File: config.mk
export PLATFORM = sky130hd
export DESIGN_NAME = bss_seq
export DESIGN_NICKNAME = d
export VERILOG_FILES = /design/src/bss_pkg.sv /design/src/bss_seq.sv
export VERILOG_INCLUDE_DIRS = /design/src /design/src/src
export SDC_FILE = /design/constraint.sdc
export NUM_CORES = 1
export LEC_CHECK = 0
export ABC_AREA = 1
export BUFFER_PORTS_ARGS = -buffer_cell sky130_fd_sc_hd__buf_2
export CAP_MARGIN = 20
export CORE_UTILIZATION = 59
export CTS_CLUSTER_DIAMETER = 150
export DETAILED_ROUTE_END_ITERATION = 16
export PLACE_DENSITY_LB_ADDON = 0.1
export REMOVE_ABC_BUFFERS = 1
export SETUP_SLACK_MARGIN = 0.4
export SLEW_MARGIN = 20
export SYNTH_ARGS = -nofsm -noshare
export SYNTH_HDL_FRONTEND = slang
export SYNTH_SLANG_ARGS = --single-unit
File: constraint.sdc
create_clock -name REF_CLK_I -period 6.15 [get_ports REF_CLK_I]
set_clock_uncertainty 0.2 [all_clocks]
set_input_delay 0.3075 -clock REF_CLK_I [delete_from_list [all_inputs] [get_ports REF_CLK_I]]
set_output_delay 0.3075 -clock REF_CLK_I [all_outputs]
set_load 0.005 [all_outputs]
File: src/bss_params.svh
// constants of the boot startup sequencer: offsets, fields, resets, timing
// assumes a 100 MHz clock and a 32-bit register port
`ifndef BSS_PARAMS_SVH
`define BSS_PARAMS_SVH

`define BSS_ADR_CAUSE       4'h0
`define BSS_ADR_CTRL        4'h4
`define BSS_ADR_STATUS      4'h8
`define BSS_ADR_RESULT      4'hC

`define BSS_CTRL_FORCE      0
`define BSS_CAUSE_WDT       2
`define BSS_CAUSE_SLEEPX    4
`define BSS_CAUSE_RST       8'h01
`define BSS_COLD_MASK       8'h0F
`define BSS_WARM_MASK       8'h30

`define BSS_CLK_MHZ         100
`define BSS_NAC_STEP_MS     5
`define BSS_NAC_MAX_MS      140
`define BSS_STEP_CYC        (`BSS_NAC_STEP_MS * 1000 * `BSS_CLK_MHZ)
`define BSS_NAC_MAX_STEPS   8'((`BSS_NAC_MAX_MS) / (`BSS_NAC_STEP_MS))
`define BSS_NAC_CLOSED      8'h00
`define BSS_NAC_FOREVER     8'hFF
`define BSS_NAD_BCAST       8'hFF
`define BSS_NAC_RST         8'hFF
`define BSS_NAD_RST         8'hFF

`define BSS_WDT_LONG_CYC    32'h000F4240
`define BSS_WDT_WIN_CYC     32'h000186A0
`define BSS_WDT_SLEEP_CNT   3'h5

`define BSS_LOW_EXCL_BYTES  1024
`define BSS_WORD_BYTES      4
`define BSS_LOW_EXCL_WORDS  ((`BSS_LOW_EXCL_BYTES) / (`BSS_WORD_BYTES))
`define BSS_PAT_EVEN        32'h55555555
`define BSS_PAT_ODD         32'hAAAAAAAA

`define BSS_CS_TRIM_BASE    8'h00
`define BSS_CS_USER0        8'h10
`define BSS_CS_NAC          8'h20
`define BSS_CS_NAD          8'h21

`endif

File: src/bss_pkg.sv
// types of the boot startup sequencer
// state and reset type codes are set here, not taken from bss_params.svh
package bss_pkg;

  typedef enum logic [3:0] {
    BSS_CLASSIFY = 4'h0,
    BSS_WDT_SET  = 4'h1,
    BSS_TEST_WR  = 4'h3,
    BSS_TEST_RD  = 4'h2,
    BSS_INIT     = 4'h6,
    BSS_TRIM     = 4'h7,
    BSS_NAC      = 4'h5,
    BSS_NAD      = 4'h4,
    BSS_WINDOW   = 4'hC,
    BSS_LOADER   = 4'hD,
    BSS_USER     = 4'hF,
    BSS_DEBUG    = 4'hE,
    BSS_ERR_LOOP = 4'hA
  } bss_state_t;

  typedef enum logic [1:0] {
    BSS_COLD = 2'h0,
    BSS_WARM = 2'h1,
    BSS_HOT  = 2'h2
  } bss_rtype_t;

endpackage : bss_pkg

File: src/bss_seq.sv
// boot startup sequencer: reset classification, main_watchdog, ram test
// and init, trimming, timeout and node address checks, loader window
// assumes ram, config sector and trim targets answer on the same clock
//
// How it works
// RULE1 - several resets: cold beats warm beats hot
// RULE2 - sleep/stop exit warm; pin, por, wdt, fail cold
// RULE3 - type from reset_cause_register; software clears bits
// RULE4 - watchdog starts long window, stays on for user
// RULE5 - watchdog off before debug mode
// RULE6 - host sync in window freezes the watchdog
// RULE7 - ram self-test by default only after cold
// RULE8 - zero-init after cold, warm; hot only forced
// RULE9 - forced covers whole ram, warm skips 1kB
// RULE10 - linear write then read, alternating patterns
// RULE11 - test failure: record, loop, watchdog resets
// RULE12 - five consecutive watchdog resets force sleep
// RULE13 - init writes zero with matching check bits
// RULE14 - normal ram port blocked during self-test
// RULE15 - trim copied; failing crc uses predefined values
// RULE16 - cold/warm copy user pages 0 and 1
// RULE17 - user page crc failure flags, loads backup
// RULE18 - loader mode error: safe mode, then sleep
// RULE19 - nvm double-bit error: endless loop always
// RULE20 - timeout stored with inverse, compared before use
// RULE21 - invalid timeout passes wait-forever value
// RULE22 - invalid node address passes broadcast
// RULE23 - timeout counts 5 ms steps, max 140
// RULE24 - zero timeout enters user mode at once
// RULE25 - steps run in order, user mode last
`timescale 1ns/100ps
`include "bss_params.svh"

module bss_seq #(
  parameter int          RAM_AW       = 12,
  parameter int          TRIM_PAGES   = 4,
  parameter int          STEP_CYC     = `BSS_STEP_CYC,
  parameter logic [31:0] WDT_LONG_CYC = `BSS_WDT_LONG_CYC,
  parameter logic [31:0] WDT_WIN_CYC  = `BSS_WDT_WIN_CYC,
  parameter logic [31:0] TRIM_DFLT    = 32'h00000000,
  parameter logic [31:0] USER_BACKUP  = 32'h00000000
) (
  input  wire logic              REF_CLK_I,
  input  wire logic              RST_B_I,
  input  wire logic [3:0]        ADDR_I,
  input  wire logic [31:0]       WR_DATA_I,
  input  wire logic              WR_I,
  input  wire logic              RD_I,
  output logic      [31:0]       RD_DATA_O,
  input  wire logic [7:0]        RST_EVT_I,
  input  wire logic              DEBUG_REQ_I,
  input  wire logic              USER_LDR_I,
  input  wire logic              WDT_KICK_I,
  input  wire logic              HOST_SYNC_I,
  input  wire logic              LOADER_EXIT_I,
  output logic                   RAM_WE_O,
  output logic                   RAM_RE_O,
  output logic      [RAM_AW-1:0] RAM_ADDR_O,
  output logic      [31:0]       RAM_WDATA_O,
  output logic      [3:0]        RAM_ECC_O,
  input  wire logic [31:0]       RAM_RDATA_I,
  output logic                   RAM_BLOCK_O,
  output logic                   NVM_REQ_O,
  output logic      [7:0]        NVM_ADDR_O,
  input  wire logic              NVM_ACK_I,
  input  wire logic [31:0]       NVM_DATA_I,
  input  wire logic              NVM_CRC_OK_I,
  input  wire logic              NVM_DBE_I,
  output logic                   TRIM_WE_O,
  output logic      [3:0]        TRIM_SEL_O,
  output logic      [31:0]       TRIM_DATA_O,
  output logic      [7:0]        NAC_O,
  output logic      [7:0]        NAD_O,
  output bss_pkg::bss_state_t    STATE_O,
  output logic                   WDT_EN_O,
  output logic                   WDT_FRZ_O,
  output logic                   LOADER_O,
  output logic                   USER_MODE_O,
  output logic                   DEBUG_MODE_O,
  output logic                   SAFE_MODE_O,
  output logic                   HALT_O,
  output logic                   SLEEP_O
);
  import bss_pkg::*;

  if (RAM_AW <= 8 || RAM_AW > 24) begin : g_chk_aw
    $error("RAM_AW must leave room above the excluded low range");
  end
  if (TRIM_PAGES < 1 || TRIM_PAGES > 14) begin : g_chk_tp
    $error("TRIM_PAGES must be 1 to 14");
  end
  if (STEP_CYC < 1 || STEP_CYC >= (1 << 24)) begin : g_chk_step
    $error("STEP_CYC must fit the 24-bit tick counter");
  end

  localparam logic [3:0]        TP_LAST  = 4'(TRIM_PAGES + 1);
  localparam logic [3:0]        TP_NUM   = 4'(TRIM_PAGES);
  localparam logic [23:0]       TICK_END = 24'(STEP_CYC - 1);
  localparam logic [RAM_AW-1:0] LOW_BASE = RAM_AW'(`BSS_LOW_EXCL_WORDS);

  typedef struct packed {
    bss_state_t        st;
    bss_rtype_t        rtype;
    logic [7:0]        cause;
    logic              force_tst;
    logic [2:0]        dbg_s;
    logic [2:0]        ldr_s;
    logic              dbg;
    logic              ldr;
    logic              do_test;
    logic [RAM_AW-1:0] addr;
    logic [1:0]        rd_ph;
    logic [3:0]        idx;
    logic              err_crc;
    logic              err_ram;
    logic              err_dbe;
    logic              safe;
    logic [7:0]        nac;
    logic [7:0]        nad;
    logic [23:0]       tick;
    logic [7:0]        steps;
    logic [31:0]       wdt_cnt;
    logic              wdt_open;
    logic              wdt_en;
    logic              wdt_frz;
    logic [2:0]        wdt_cons;
    logic              sleep;
    logic [31:0]       rdata;
    logic              ram_we;
    logic              ram_re;
    logic [RAM_AW-1:0] ram_addr;
    logic [31:0]       ram_wd;
    logic [3:0]        ram_ecc;
    logic              nvm_req;
    logic [7:0]        nvm_addr;
    logic              trim_we;
    logic [3:0]        trim_sel;
    logic [31:0]       trim_data;
  } bss_regs_t;

  bss_regs_t state_r;
  bss_regs_t state_nxt;

  function automatic logic [3:0] bss_ecc(input logic [31:0] d);
    logic [3:0] e;
    e = 4'h0;
    for (int i = 0; i < 4; i++) begin
      e[i] = ^d[8*i +: 8];
    end
    return e;
  endfunction : bss_ecc

  function automatic logic [31:0] bss_pat(input logic odd);
    return odd ? `BSS_PAT_ODD : `BSS_PAT_EVEN;
  endfunction : bss_pat

  logic [31:0]       wdt_lim;
  logic              wdt_run;
  logic              wdt_to;
  logic              restart;
  logic              nvm_done;
  logic [RAM_AW-1:0] base;
  logic              rec_ok;
  logic [7:0]        rec_val;

  always_comb begin
    wdt_lim  = state_r.wdt_open ? WDT_LONG_CYC : WDT_WIN_CYC;
    wdt_run  = state_r.wdt_en && !state_r.wdt_frz;
    wdt_to   = wdt_run && !WDT_KICK_I && (state_r.wdt_cnt == wdt_lim - 32'h1);
    restart  = (|RST_EVT_I) || wdt_to;
    nvm_done = state_r.nvm_req && NVM_ACK_I;
    // warm reset with forced test leaves the low range to software [RULE9]
    base     = (state_r.rtype == BSS_WARM && state_r.force_tst) ? LOW_BASE : '0;
    rec_ok   = NVM_DATA_I[7:0] == ~NVM_DATA_I[15:8]; // [RULE20]
    rec_val  = NVM_DATA_I[7:0];
  end

  always_comb begin
    state_nxt = state_r;
    state_nxt.ram_we  = 1'b0;
    state_nxt.ram_re  = 1'b0;
    state_nxt.trim_we = 1'b0;
    state_nxt.rdata   = 32'h00000000;

    // only the second and third stage decide; the first feeds the second only
    state_nxt.dbg_s = {state_r.dbg_s[1:0], DEBUG_REQ_I};
    state_nxt.ldr_s = {state_r.ldr_s[1:0], USER_LDR_I};
    if (state_r.dbg_s[2] == state_r.dbg_s[1]) begin
      state_nxt.dbg = state_r.dbg_s[1];
    end
    if (state_r.ldr_s[2] == state_r.ldr_s[1]) begin
      state_nxt.ldr = state_r.ldr_s[1];
    end

    // register port; a new event beats a clear in the same cycle [RULE3]
    state_nxt.cause = state_r.cause;
    if (WR_I && ADDR_I == `BSS_ADR_CAUSE) begin
      state_nxt.cause = state_r.cause & ~WR_DATA_I[7:0];
    end
    state_nxt.cause = state_nxt.cause | RST_EVT_I;
    state_nxt.cause[`BSS_CAUSE_WDT] = state_nxt.cause[`BSS_CAUSE_WDT] | wdt_to;
    if (WR_I && ADDR_I == `BSS_ADR_CTRL) begin
      state_nxt.force_tst = WR_DATA_I[`BSS_CTRL_FORCE];
    end
    if (RD_I) begin
      case (ADDR_I)
        `BSS_ADR_CAUSE:  state_nxt.rdata = {24'h000000, state_r.cause};
        `BSS_ADR_CTRL:   state_nxt.rdata = {31'h00000000, state_r.force_tst};
        `BSS_ADR_STATUS: state_nxt.rdata = {18'h00000, state_r.sleep, state_r.safe,
                                            state_r.err_dbe, state_r.err_ram,
                                            state_r.err_crc, state_r.wdt_cons,
                                            state_r.rtype, state_r.st};
        `BSS_ADR_RESULT: state_nxt.rdata = {16'h0000, state_r.nad, state_r.nac};
        default:         state_nxt.rdata = 32'h00000000;
      endcase
    end

    // main_watchdog: a kick while running restarts the normal window
    if (wdt_run) begin
      if (WDT_KICK_I) begin
        state_nxt.wdt_cnt  = 32'h0;
        state_nxt.wdt_open = 1'b0;
      end else begin
        state_nxt.wdt_cnt = state_r.wdt_cnt + 32'h1;
      end
    end

    case (state_r.st)
      BSS_CLASSIFY: begin
        // cold outranks warm outranks hot [RULE1] [RULE2] [RULE3]
        if (|(state_r.cause & `BSS_COLD_MASK)) begin
          state_nxt.rtype = BSS_COLD;
        end else if (|(state_r.cause & `BSS_WARM_MASK)) begin
          state_nxt.rtype = BSS_WARM;
        end else begin
          state_nxt.rtype = BSS_HOT;
        end
        state_nxt.st = BSS_WDT_SET;
      end
      BSS_WDT_SET: begin
        state_nxt.wdt_en   = 1'b1; // long open window on every path [RULE4]
        state_nxt.wdt_frz  = 1'b0;
        state_nxt.wdt_open = 1'b1;
        state_nxt.wdt_cnt  = 32'h0;
        state_nxt.do_test  = state_r.rtype == BSS_COLD || state_r.force_tst; // [RULE7]
        state_nxt.addr     = base;
        state_nxt.rd_ph    = 2'h0;
        state_nxt.idx      = 4'h0;
        state_nxt.err_crc  = 1'b0;
        if (state_r.rtype == BSS_COLD || state_r.force_tst) begin
          state_nxt.st = BSS_TEST_WR; // [RULE25]
        end else if (state_r.rtype == BSS_WARM) begin
          state_nxt.st = BSS_INIT; // [RULE8]
        end else begin
          state_nxt.st = BSS_NAC; // hot skips ram work and trimming [RULE8]
        end
      end
      BSS_TEST_WR: begin
        state_nxt.ram_we   = 1'b1; // [RULE10]
        state_nxt.ram_addr = state_r.addr;
        state_nxt.ram_wd   = bss_pat(state_r.addr[0]);
        state_nxt.ram_ecc  = bss_ecc(bss_pat(state_r.addr[0]));
        state_nxt.addr     = state_r.addr + 1'b1;
        if (&state_r.addr) begin
          state_nxt.addr = base;
          state_nxt.st   = BSS_TEST_RD;
        end
      end
      BSS_TEST_RD: begin
        // issue, wait for the registered strobe, then compare
        state_nxt.rd_ph = state_r.rd_ph + 2'h1;
        if (state_r.rd_ph == 2'h0) begin
          state_nxt.ram_re   = 1'b1;
          state_nxt.ram_addr = state_r.addr;
        end else if (state_r.rd_ph == 2'h2) begin
          state_nxt.rd_ph = 2'h0;
          if (RAM_RDATA_I != bss_pat(state_r.addr[0])) begin
            state_nxt.err_ram = 1'b1; // [RULE11]
            state_nxt.st      = BSS_ERR_LOOP;
          end else if (&state_r.addr) begin
            state_nxt.addr = base;
            state_nxt.st   = BSS_INIT;
          end else begin
            state_nxt.addr = state_r.addr + 1'b1;
          end
        end
      end
      BSS_INIT: begin
        state_nxt.ram_we   = 1'b1;
        state_nxt.ram_addr = state_r.addr;
        state_nxt.ram_wd   = 32'h00000000;
        state_nxt.ram_ecc  = bss_ecc(32'h00000000); // [RULE13]
        state_nxt.addr     = state_r.addr + 1'b1;
        if (&state_r.addr) begin
          state_nxt.st = (state_r.rtype == BSS_HOT) ? BSS_NAC : BSS_TRIM;
        end
      end
      BSS_TRIM: begin
        state_nxt.nvm_req  = !nvm_done;
        state_nxt.nvm_addr = (state_r.idx < TP_NUM) ?
                             `BSS_CS_TRIM_BASE + {4'h0, state_r.idx} :
                             `BSS_CS_USER0 + {4'h0, state_r.idx - TP_NUM};
        if (nvm_done) begin
          if (NVM_DBE_I) begin
            state_nxt.err_dbe = 1'b1; // [RULE19]
            state_nxt.st      = BSS_ERR_LOOP;
          end else begin
            state_nxt.trim_we  = 1'b1; // [RULE15] [RULE16]
            state_nxt.trim_sel = state_r.idx;
            if (NVM_CRC_OK_I) begin
              state_nxt.trim_data = NVM_DATA_I;
            end else if (state_r.idx < TP_NUM) begin
              state_nxt.trim_data = TRIM_DFLT; // [RULE15]
            end else begin
              state_nxt.trim_data = USER_BACKUP; // [RULE17]
              state_nxt.err_crc   = 1'b1;
            end
            state_nxt.idx = state_r.idx + 4'h1;
            if (state_r.idx == TP_LAST) begin
              state_nxt.st = BSS_NAC;
            end
          end
        end
      end
      BSS_NAC: begin
        if (state_r.err_crc) begin
          // startup error: loop, safe mode only under the user loader [RULE18]
          state_nxt.safe = state_r.ldr;
          state_nxt.st   = BSS_ERR_LOOP;
        end else begin
          state_nxt.nvm_req  = !nvm_done;
          state_nxt.nvm_addr = `BSS_CS_NAC;
          if (nvm_done) begin
            state_nxt.st = BSS_NAD;
            if (NVM_DBE_I) begin
              state_nxt.err_dbe = 1'b1; // [RULE19]
              state_nxt.st      = BSS_ERR_LOOP;
            end else if (!rec_ok) begin
              state_nxt.nac = `BSS_NAC_FOREVER; // [RULE21]
            end else if (rec_val != `BSS_NAC_FOREVER &&
                         rec_val > `BSS_NAC_MAX_STEPS) begin
              state_nxt.nac = `BSS_NAC_MAX_STEPS; // [RULE23]
            end else begin
              state_nxt.nac = rec_val;
            end
          end
        end
      end
      BSS_NAD: begin
        state_nxt.nvm_req  = !nvm_done;
        state_nxt.nvm_addr = `BSS_CS_NAD;
        state_nxt.tick     = 24'h0;
        state_nxt.steps    = 8'h00;
        if (nvm_done) begin
          state_nxt.nad = rec_ok ? rec_val : `BSS_NAD_BCAST; // [RULE22]
          if (NVM_DBE_I) begin
            state_nxt.err_dbe = 1'b1; // [RULE19]
            state_nxt.st      = BSS_ERR_LOOP;
          end else if (state_r.dbg) begin
            state_nxt.wdt_en = 1'b0; // [RULE5]
            state_nxt.st     = BSS_DEBUG;
          end else if (state_r.nac == `BSS_NAC_CLOSED) begin
            state_nxt.st = BSS_USER; // [RULE24]
          end else begin
            // wait-forever window runs with the watchdog held
            state_nxt.wdt_frz = state_r.nac == `BSS_NAC_FOREVER;
            state_nxt.st      = BSS_WINDOW;
          end
        end
      end
      BSS_WINDOW: begin
        if (HOST_SYNC_I) begin
          state_nxt.wdt_frz = 1'b1; // [RULE6]
          state_nxt.st      = BSS_LOADER;
        end else if (state_r.nac != `BSS_NAC_FOREVER) begin
          state_nxt.tick = state_r.tick + 24'h1; // [RULE23]
          if (state_r.tick == TICK_END) begin
            state_nxt.tick  = 24'h0;
            state_nxt.steps = state_r.steps + 8'h1;
            if (state_r.steps + 8'h1 == state_r.nac) begin
              state_nxt.st = BSS_USER;
            end
          end
        end
      end
      BSS_LOADER: begin
        if (LOADER_EXIT_I) begin
          state_nxt.wdt_cnt = 32'h0;
          state_nxt.st      = BSS_USER;
        end
      end
      BSS_USER: begin
        // user code cannot turn the watchdog off [RULE4]
        state_nxt.wdt_en   = 1'b1;
        state_nxt.wdt_frz  = 1'b0;
        state_nxt.wdt_cons = 3'h0;
      end
      BSS_DEBUG: begin
        state_nxt.wdt_en = 1'b0; // [RULE5]
      end
      BSS_ERR_LOOP: begin
        // endless loop; the running watchdog ends it [RULE11] [RULE19]
        state_nxt.st = BSS_ERR_LOOP;
      end
      default: begin
        state_nxt.st = BSS_CLASSIFY;
      end
    endcase

    if (restart) begin
      state_nxt.st       = BSS_CLASSIFY;
      state_nxt.nvm_req  = 1'b0;
      state_nxt.safe     = 1'b0;
      state_nxt.err_ram  = 1'b0;
      state_nxt.err_dbe  = 1'b0;
      state_nxt.wdt_en   = 1'b1;
      state_nxt.wdt_frz  = 1'b0;
      state_nxt.wdt_open = 1'b1;
      state_nxt.wdt_cnt  = 32'h0;
      if (wdt_to) begin
        state_nxt.wdt_cons = state_r.wdt_cons + 3'h1;
        if (state_r.wdt_cons + 3'h1 == `BSS_WDT_SLEEP_CNT) begin
          state_nxt.sleep = 1'b1; // [RULE12] [RULE18]
        end
      end
    end
    if (state_r.sleep) begin
      // asleep: nothing runs until a sleep-exit event wakes the device
      state_nxt.st     = BSS_CLASSIFY;
      state_nxt.wdt_en = 1'b0;
      if (RST_EVT_I[`BSS_CAUSE_SLEEPX]) begin
        state_nxt.sleep    = 1'b0;
        state_nxt.wdt_cons = 3'h0;
        state_nxt.wdt_en   = 1'b1;
      end
    end

    if (!RST_B_I) begin
      state_nxt          = '0;
      state_nxt.st       = BSS_CLASSIFY;
      state_nxt.cause    = `BSS_CAUSE_RST;
      state_nxt.wdt_en   = 1'b1;
      state_nxt.wdt_open = 1'b1;
      state_nxt.nac      = `BSS_NAC_RST;
      state_nxt.nad      = `BSS_NAD_RST;
    end
  end

  always_ff @(posedge REF_CLK_I) begin
    state_r <= state_nxt;
  end

  assign RD_DATA_O    = state_r.rdata;
  assign RAM_WE_O     = state_r.ram_we;
  assign RAM_RE_O     = state_r.ram_re;
  assign RAM_ADDR_O   = state_r.ram_addr;
  assign RAM_WDATA_O  = state_r.ram_wd;
  assign RAM_ECC_O    = state_r.ram_ecc;
  assign RAM_BLOCK_O  = state_r.st == BSS_TEST_WR || state_r.st == BSS_TEST_RD; // [RULE14]
  assign NVM_REQ_O    = state_r.nvm_req;
  assign NVM_ADDR_O   = state_r.nvm_addr;
  assign TRIM_WE_O    = state_r.trim_we;
  assign TRIM_SEL_O   = state_r.trim_sel;
  assign TRIM_DATA_O  = state_r.trim_data;
  assign NAC_O        = state_r.nac;
  assign NAD_O        = state_r.nad;
  assign STATE_O      = state_r.st;
  assign WDT_EN_O     = state_r.wdt_en;
  assign WDT_FRZ_O    = state_r.wdt_frz;
  assign LOADER_O     = state_r.st == BSS_WINDOW || state_r.st == BSS_LOADER;
  assign USER_MODE_O  = state_r.st == BSS_USER;
  assign DEBUG_MODE_O = state_r.st == BSS_DEBUG;
  assign SAFE_MODE_O  = state_r.safe;
  assign HALT_O       = state_r.st == BSS_ERR_LOOP;
  assign SLEEP_O      = state_r.sleep;

endmodule : bss_seq

Word-level counts from Yosys, hierarchy flattened:

Cells that the tools add are included.

* bits in registers: 260
* output and inout bits: 157
* logic and storage cells: 266

* add/sub/neg operators: 10
* reduce and logical (&&, ||, !) cells: 65
* bitwise logic cells: 10
* order comparisons: 2
* equal/unequal tests: 59
* muxes and demuxes: 84

Operator list (count)
* 2-to-1 mux 32 bit: 7
* case mux 32 bit (2 select lines): 2
* 2-to-1 mux 4 bit: 24
* case mux 36 bit (2 select lines): 1
* case mux 16 bit (4 select lines): 1
* case mux 12 bit (4 select lines): 1
* case mux 4 bit (12 select lines): 1
* inequality test 2 bit (second input constant): 20
* 2-to-1 mux 37 bit: 1
* 2-to-1 mux 33 bit: 1
* adder 32 x 1 -> 32 bit (second input constant): 1
* equality test 32 bit: 1
* 2-to-1 mux 8 bit: 4
* inequality test 32 bit: 1
* XOR reduction 8 bit: 4
* equality test 4 bit (second input constant): 7
* 2-to-1 mux 14 bit: 2
* case mux 9 bit (3 select lines): 1
* adder 24 x 1 -> 24 bit (second input constant): 1
* equality test 24 x 19 -> 1 bit (second input constant): 1
* equality test 4 x 3 -> 1 bit (second input constant): 6
* 2-to-1 mux 12 bit: 2
* case mux 12 bit (2 select lines): 1
* subtractor 20 x 1 -> 21 bit (second input constant): 1
* other kinds (58): 138

Depth between registers and ports, before layout:

* word-level depth: 9
* mapped depth: 15
* depth with buffers taken out: 14

Worst setup path after synthesis:

Ideal clock, no wire load.

* path kind: reg2reg
* from: register state_r[135] in the netlist's numbering
* to: register state_r[147] in the netlist's numbering
* library setup time: 0.117 ns
* clock period less this slack: 1.934 ns
* slack: 4.216 ns
* stages on the path, launching flop included: 12
* buffers on the path: 1
* data required time: 5.833 ns
* arrival time: 1.617 ns
* cell sequence: dfxtp_1 ha_1 nand4_1 nor4_1 nand2_1 nor2_1 nand2_1 nand3_2 nor2_4 inv_2 buf_2 nor2_1

* word-level cells in the longest chain between the ends: 5
* elaborated cells on any way between the ends: 9
* classes of those cells: add/sub: 1; eq/ne: 1; mux: 4; reduce/logical: 3

RTL lines
* from (decl): RTL line bss_seq.sv:141 `bss_regs_t state_r;`
* from (signal assigned): RTL line bss_seq.sv:450 `state_r <= state_nxt;`
* adder 32 x 1 -> 32 bit: RTL line bss_seq.sv:224 `state_nxt.wdt_cnt = state_r.wdt_cnt + 32'h1;`
* 2-to-1 mux 32 bit: RTL line bss_seq.sv:220 `if (WDT_KICK_I) begin`
* 2-to-1 mux 33 bit: RTL line bss_seq.sv:219 `if (wdt_run) begin`
* 2-to-1 mux 32 bit: RTL line bss_seq.sv:387 `if (LOADER_EXIT_I) begin`
* case mux 32 bit (2 select lines): RTL line bss_seq.sv:228 `case (state_r.st)`

Parallel ways exist; a longest one is shown, timed or not.
A chain may end at the register's enable or synchronous reset.

Final worst setup path:

* from: register state_r, in the netlist STATE_O[3]
* to: register state_r[198] in the netlist's numbering

* word-level cells in the longest chain between the ends: 3
* elaborated cells on any way between the ends: 7
* classes of those cells: eq/ne: 4; mux: 1; reduce/logical: 2

RTL lines (RTL line)
* equality test 4 bit or equality test 4 x 3 -> 1 bit (tied branches): bss_seq.sv:228
* inequality test 2 bit (no source line) or nonzero test 2 bit (tied branches)
* AND reduction 3 bit (no source line)

Parallel ways exist; a longest one is shown, timed or not.

==> results <==
- The min-delay analysis places its worst path in the category in2reg.
- The height of the die is approximately 140 µm.
- The total setup buffers inserted after CTS is 0.
- For the pin with the worst max-slew slack, the measured transition is between 0.9 and 1 ns.
- The final count of negative-setup-slack endpoints is 0.
- The via count of the first global-routing pass is roughly 10000.
- For this run, design rule violations remaining after detail routing come to 0.
- For this run, the total global-route usage over all layers was measured as 0.305.
- No sink is reached through more buffers than the 3 on the longest clock path.
- The number of antenna diodes in the final layout is 0.
- The total die area is between 20000 and 25000 µm².
- Input and output buffers added on the ports amount to 230.
- The fraction of the cycle the final worst path needs is 0.619.
- The placer congestion estimate is about 0.94.
- The number of different library cells in the post-synthesis netlist is 52.
- After clock tree synthesis, the clock-pin slew on the worst setup and hold paths is about 0.060 ns.
- Of the cells placed in the final design, the portion with a size suffix greater than 1 is 0.189.
- The DRC violation total after the first TritonRoute iteration is 795.
- The mapped cell area is 11600 µm².
- The number of fill cells in the layout is between 1500 and 2000.
- Across all layers, the routed design uses roughly 11000 vias.
- The sequential cell area fraction in the yosys report is 0.360.
- For this block, the routed nets add up to about 31 mm of wire.
- The area growth from synthesis to layout is 14.0%.
- The endpoint identified for the worst register-to-register timing path is state_r[198]$_SDFFE_PN0P_.
- The design draws 0.00292 W.
- After synthesis, the largest family of logic cells by area is simple AND/OR/NAND/NOR gates.
- The total leakage power is just under 6 nW.
- The number of hold-repair buffers added at the cts stage is 56.
- The first global-routing pass estimated roughly 50 mm of wire.
- Of the total synthesized cell area, the portion taken by XOR and XNOR cells is 0.0197.
- The footprint of the flip-flops and latches is ~4200 µm².
- The start of the worst register-to-register path is STATE_O[3]$_SDFFE_PP0P_.
- The worst-case IR drop observed on VDD is 0.000215 V.
- The total of cells resized after clock tree synthesis is 0.
- The number of antenna violations at the first check in global routing came to 0.
- In this run the mean area of a mapped cell was roughly 6.9 µm².
- The final-report hold violation count is 0.
- The category of the critical setup timing path is reg2reg.
- The relative slew slack is 0.338.
- Dividing the detail-routed wire length by the instance count gives roughly 15 µm.
- The site row count is 50.
- The I/O pin count is between 200 and 300.
- The worst setup path is launched from a flip-flop.
- The area of the placeable core is 19000 µm².
- The net count of the finished layout is approximately 2000.
- The area share of fa/ha/maj cells after synthesis is 0.00866.
- The flop-to-flop setup slack is between 2 and 2.5 ns.
- The most frequent standard cell in the layout excluding fill and tap cells is sky130_fd_sc_hd__nand2_1.
- The tool flagged a number of max-cap violations equal to 0.
- The insertion delay to the later sink of the worst-skew pair is 0.52 ns.
- Synthesis handed over a netlist of approximately 1700 instances.
- The largest fanout on the critical path is 29.
- In this run, synthesis produced a sequential element count of approximately 210.
- Global routing finished with a remaining overflow of 0.
- sky130_fd_sc_hd__dfxtp_1 takes more of the synthesized area than any other cell.
- The number of clock sinks is approximately 210.
- The power density over the cells is between 200 and 250 nW/µm².
- The number of levels the H-tree was split into is 1.
- The flow ran to the end, and the final reports show no timing, DRC or antenna violations.
- After synthesis, the share of cell area in mux cells is 0.
- The depth of the worst register-to-register path is 10.
- For this run, the number of Yosys warnings is 0.
- Summed over all failing endpoints, the final setup total negative slack is 0 ns.
- Of the total synthesized cell area, the portion taken by AND, OR, NAND and NOR gates is 0.338.
- The largest net degree at the start of global routing is 72.
- The total CTS buffers is 23.
- The max-slew violation count is 0.
- Counting flops with a built-in enable in the synthesized netlist gives 0.
- In the layout the commonest cells are 347 x sky130_fd_sc_hd__nand2_1, 230 x sky130_fd_sc_hd__buf_2, 208 x sky130_fd_sc_hd__dfxtp_1.
- The arrival time of the worst setup path is 4.06 ns.
- The startpoint of the most critical setup path is STATE_O[3]$_SDFFE_PP0P_.
- The synthesized-area fraction occupied by ao, oa, aoi and oai cells is 0.102.
- Of the post-synthesis cell area, the dominant cell type holds 0.360.
- For this run, the top clock speed supported by timing is between 0.2 and 0.3 GHz.
- Setup repair after global routing left no endpoint under its margin.
- In the routed layout, each cell is associated on average with a via count of 5.33.
- The buffer cell driving the clock tree root is sky130_fd_sc_hd__clkbuf_16.
- The first-pass iteration count of the detailed router is 5.
- The critical path ends at state_r[198]$_SDFFE_PN0P_.
- The worst path in the final design needs a cycle of about 3.8 ns, including I/O delays and setup.
- The endpoint type of the worst setup path is a flip-flop.
- The initial standard-cell utilization of the core is 0.610.
- The CTS tree is done.
- Of all flip-flops after synthesis, the portion carrying an async set or reset was 0.
- The remaining antenna violation count is 0.
- The HPWL reported at the end of detailed placement is approximately 22 mm.
- The dominant register cell in the synthesized netlist is sky130_fd_sc_hd__dfxtp_1.
- Yosys attributes the largest share of cell area to sky130_fd_sc_hd__dfxtp_1 36%, sky130_fd_sc_hd__nand2_1 11%, sky130_fd_sc_hd__buf_4 9.6%.
- The multi-input gate area in the final layout is 5500 µm².
- The overall die width is 142 µm.
- Data on the critical path is required at its endpoint by between 6 and 7 ns.
## through the flow
step / setup slack (ns) / util / area [µm²] / hold WS (ns) / instances
floorplan: 3.46 / - / 10300 / 0.176 / 1517
global placement: 2.49 / 0.625 / 11800 / 0.192 / 2009
detailed placement: 2.40 / 0.625 / 11800 / 0.202 / 2009
CTS: 2.40 / 0.695 / 13200 / 0.0203 / 2107
global route: 1.99 / 0.695 / 13200 / 0.0482 / 2107
finish: 2.34 / 0.695 / 13200 / 0.0325 / 2107
## synthesized netlist by cell type (all sizes together) (2+ instances only)
cell type and count:
a21oi 108, a31oi 2, buf 165, clkbuf 25, dfxtp 208, ha 8, inv 181, nand2 358
nand3 144, nand3b 7, nand4 45, nor2 221, nor3 48, nor3b 3, nor4 18, o211ai 10
o21a 2, o21ai 74, o221ai 6, o22ai 6, o31ai 2, or2 11, xnor2 6, xor2 20
## worst max-delay path, cell delays in order, from the launching register on
cell and delay, ns:
sky130_fd_sc_hd__dfxtp_1 0.62, sky130_fd_sc_hd__inv_1 0.17, sky130_fd_sc_hd__nand2_2 0.15, sky130_fd_sc_hd__nor2_1 0.08, sky130_fd_sc_hd__inv_1 0.18, sky130_fd_sc_hd__nand2_1 0.62
sky130_fd_sc_hd__nand2_1 0.68, sky130_fd_sc_hd__nand2_1 0.50, sky130_fd_sc_hd__inv_1 0.31, sky130_fd_sc_hd__o21ai_0 0.13, sky130_fd_sc_hd__nor2_1 0.10
## worst min-delay path by stage
stage,from,end,slack [ns],cells after the start
finish,ADDR_I[2],RD_DATA_O[12]$_SDFF_PN0_,0.03,4
detailed placement,state_r[243]$_SDFF_PN0_,state_r[244]$_SDFF_PN0_,0.20,2
global placement,state_r[243]$_SDFF_PN0_,state_r[244]$_SDFF_PN0_,0.19,2
global route,ADDR_I[2],RD_DATA_O[12]$_SDFF_PN0_,0.05,4
floorplan,RST_B_I,NAC_O[2]$_SDFFE_PN1P_,0.18,1
CTS,ADDR_I[2],RD_DATA_O[12]$_SDFF_PN0_,0.02,4
## area by class of cell
type / instances / area share
inverters: 182 / 0.0518
multi-input cells: 1127 / 0.417
repair buffers: 288 / 0.131
clock inverters: 12 / 0.0113
well taps: 260 / 0.0247
flip-flops and latches: 208 / 0.316
clock buffers: 30 / 0.0479
## where the power goes
group / leakage (nW) / switching (W) / internal (W)
Sequential: 1.68 / 0.00000418 / 0.00135
Clock: 0.373 / 0.000571 / 0.000853
Combinational: 3.87 / 0.0000744 / 0.0000626
## flip-flops by register name, summed over array words and instances (netlist names)
register and count:
WDT_EN_O 1, RAM_ADDR_O 12, SAFE_MODE_O 1, TRIM_WE_O 1, RAM_WDATA_O 2, SLEEP_O 1
RAM_WE_O 1, TRIM_SEL_O 4, NAC_O 8, NAD_O 8, STATE_O 4, RAM_RE_O 1
TRIM_DATA_O 32, state_r 108, NVM_REQ_O 1, WDT_FRZ_O 1, RD_DATA_O 16, NVM_ADDR_O 6
## layer usage
layer  up-vias  GRT usage  wire [µm]
met3        88     0.0481       2170
li1       5610          -          -
met2       472      0.510      14500
met1      5053      0.390      13200
met4         0      0.130       1210
met5         -          0          0
## cell families after synthesis
| group | Yosys count |
|---|---|
| adder cells (fa/ha/maj) | 8 |
| other | 1 |
| flip-flops | 208 |
| XOR/XNOR | 26 |
| AND/OR/NAND/NOR | 857 |
| AO/OA/AOI/OAI | 214 |
| buffers and inverters | 372 |
Power figures use the tool's default switching activity.
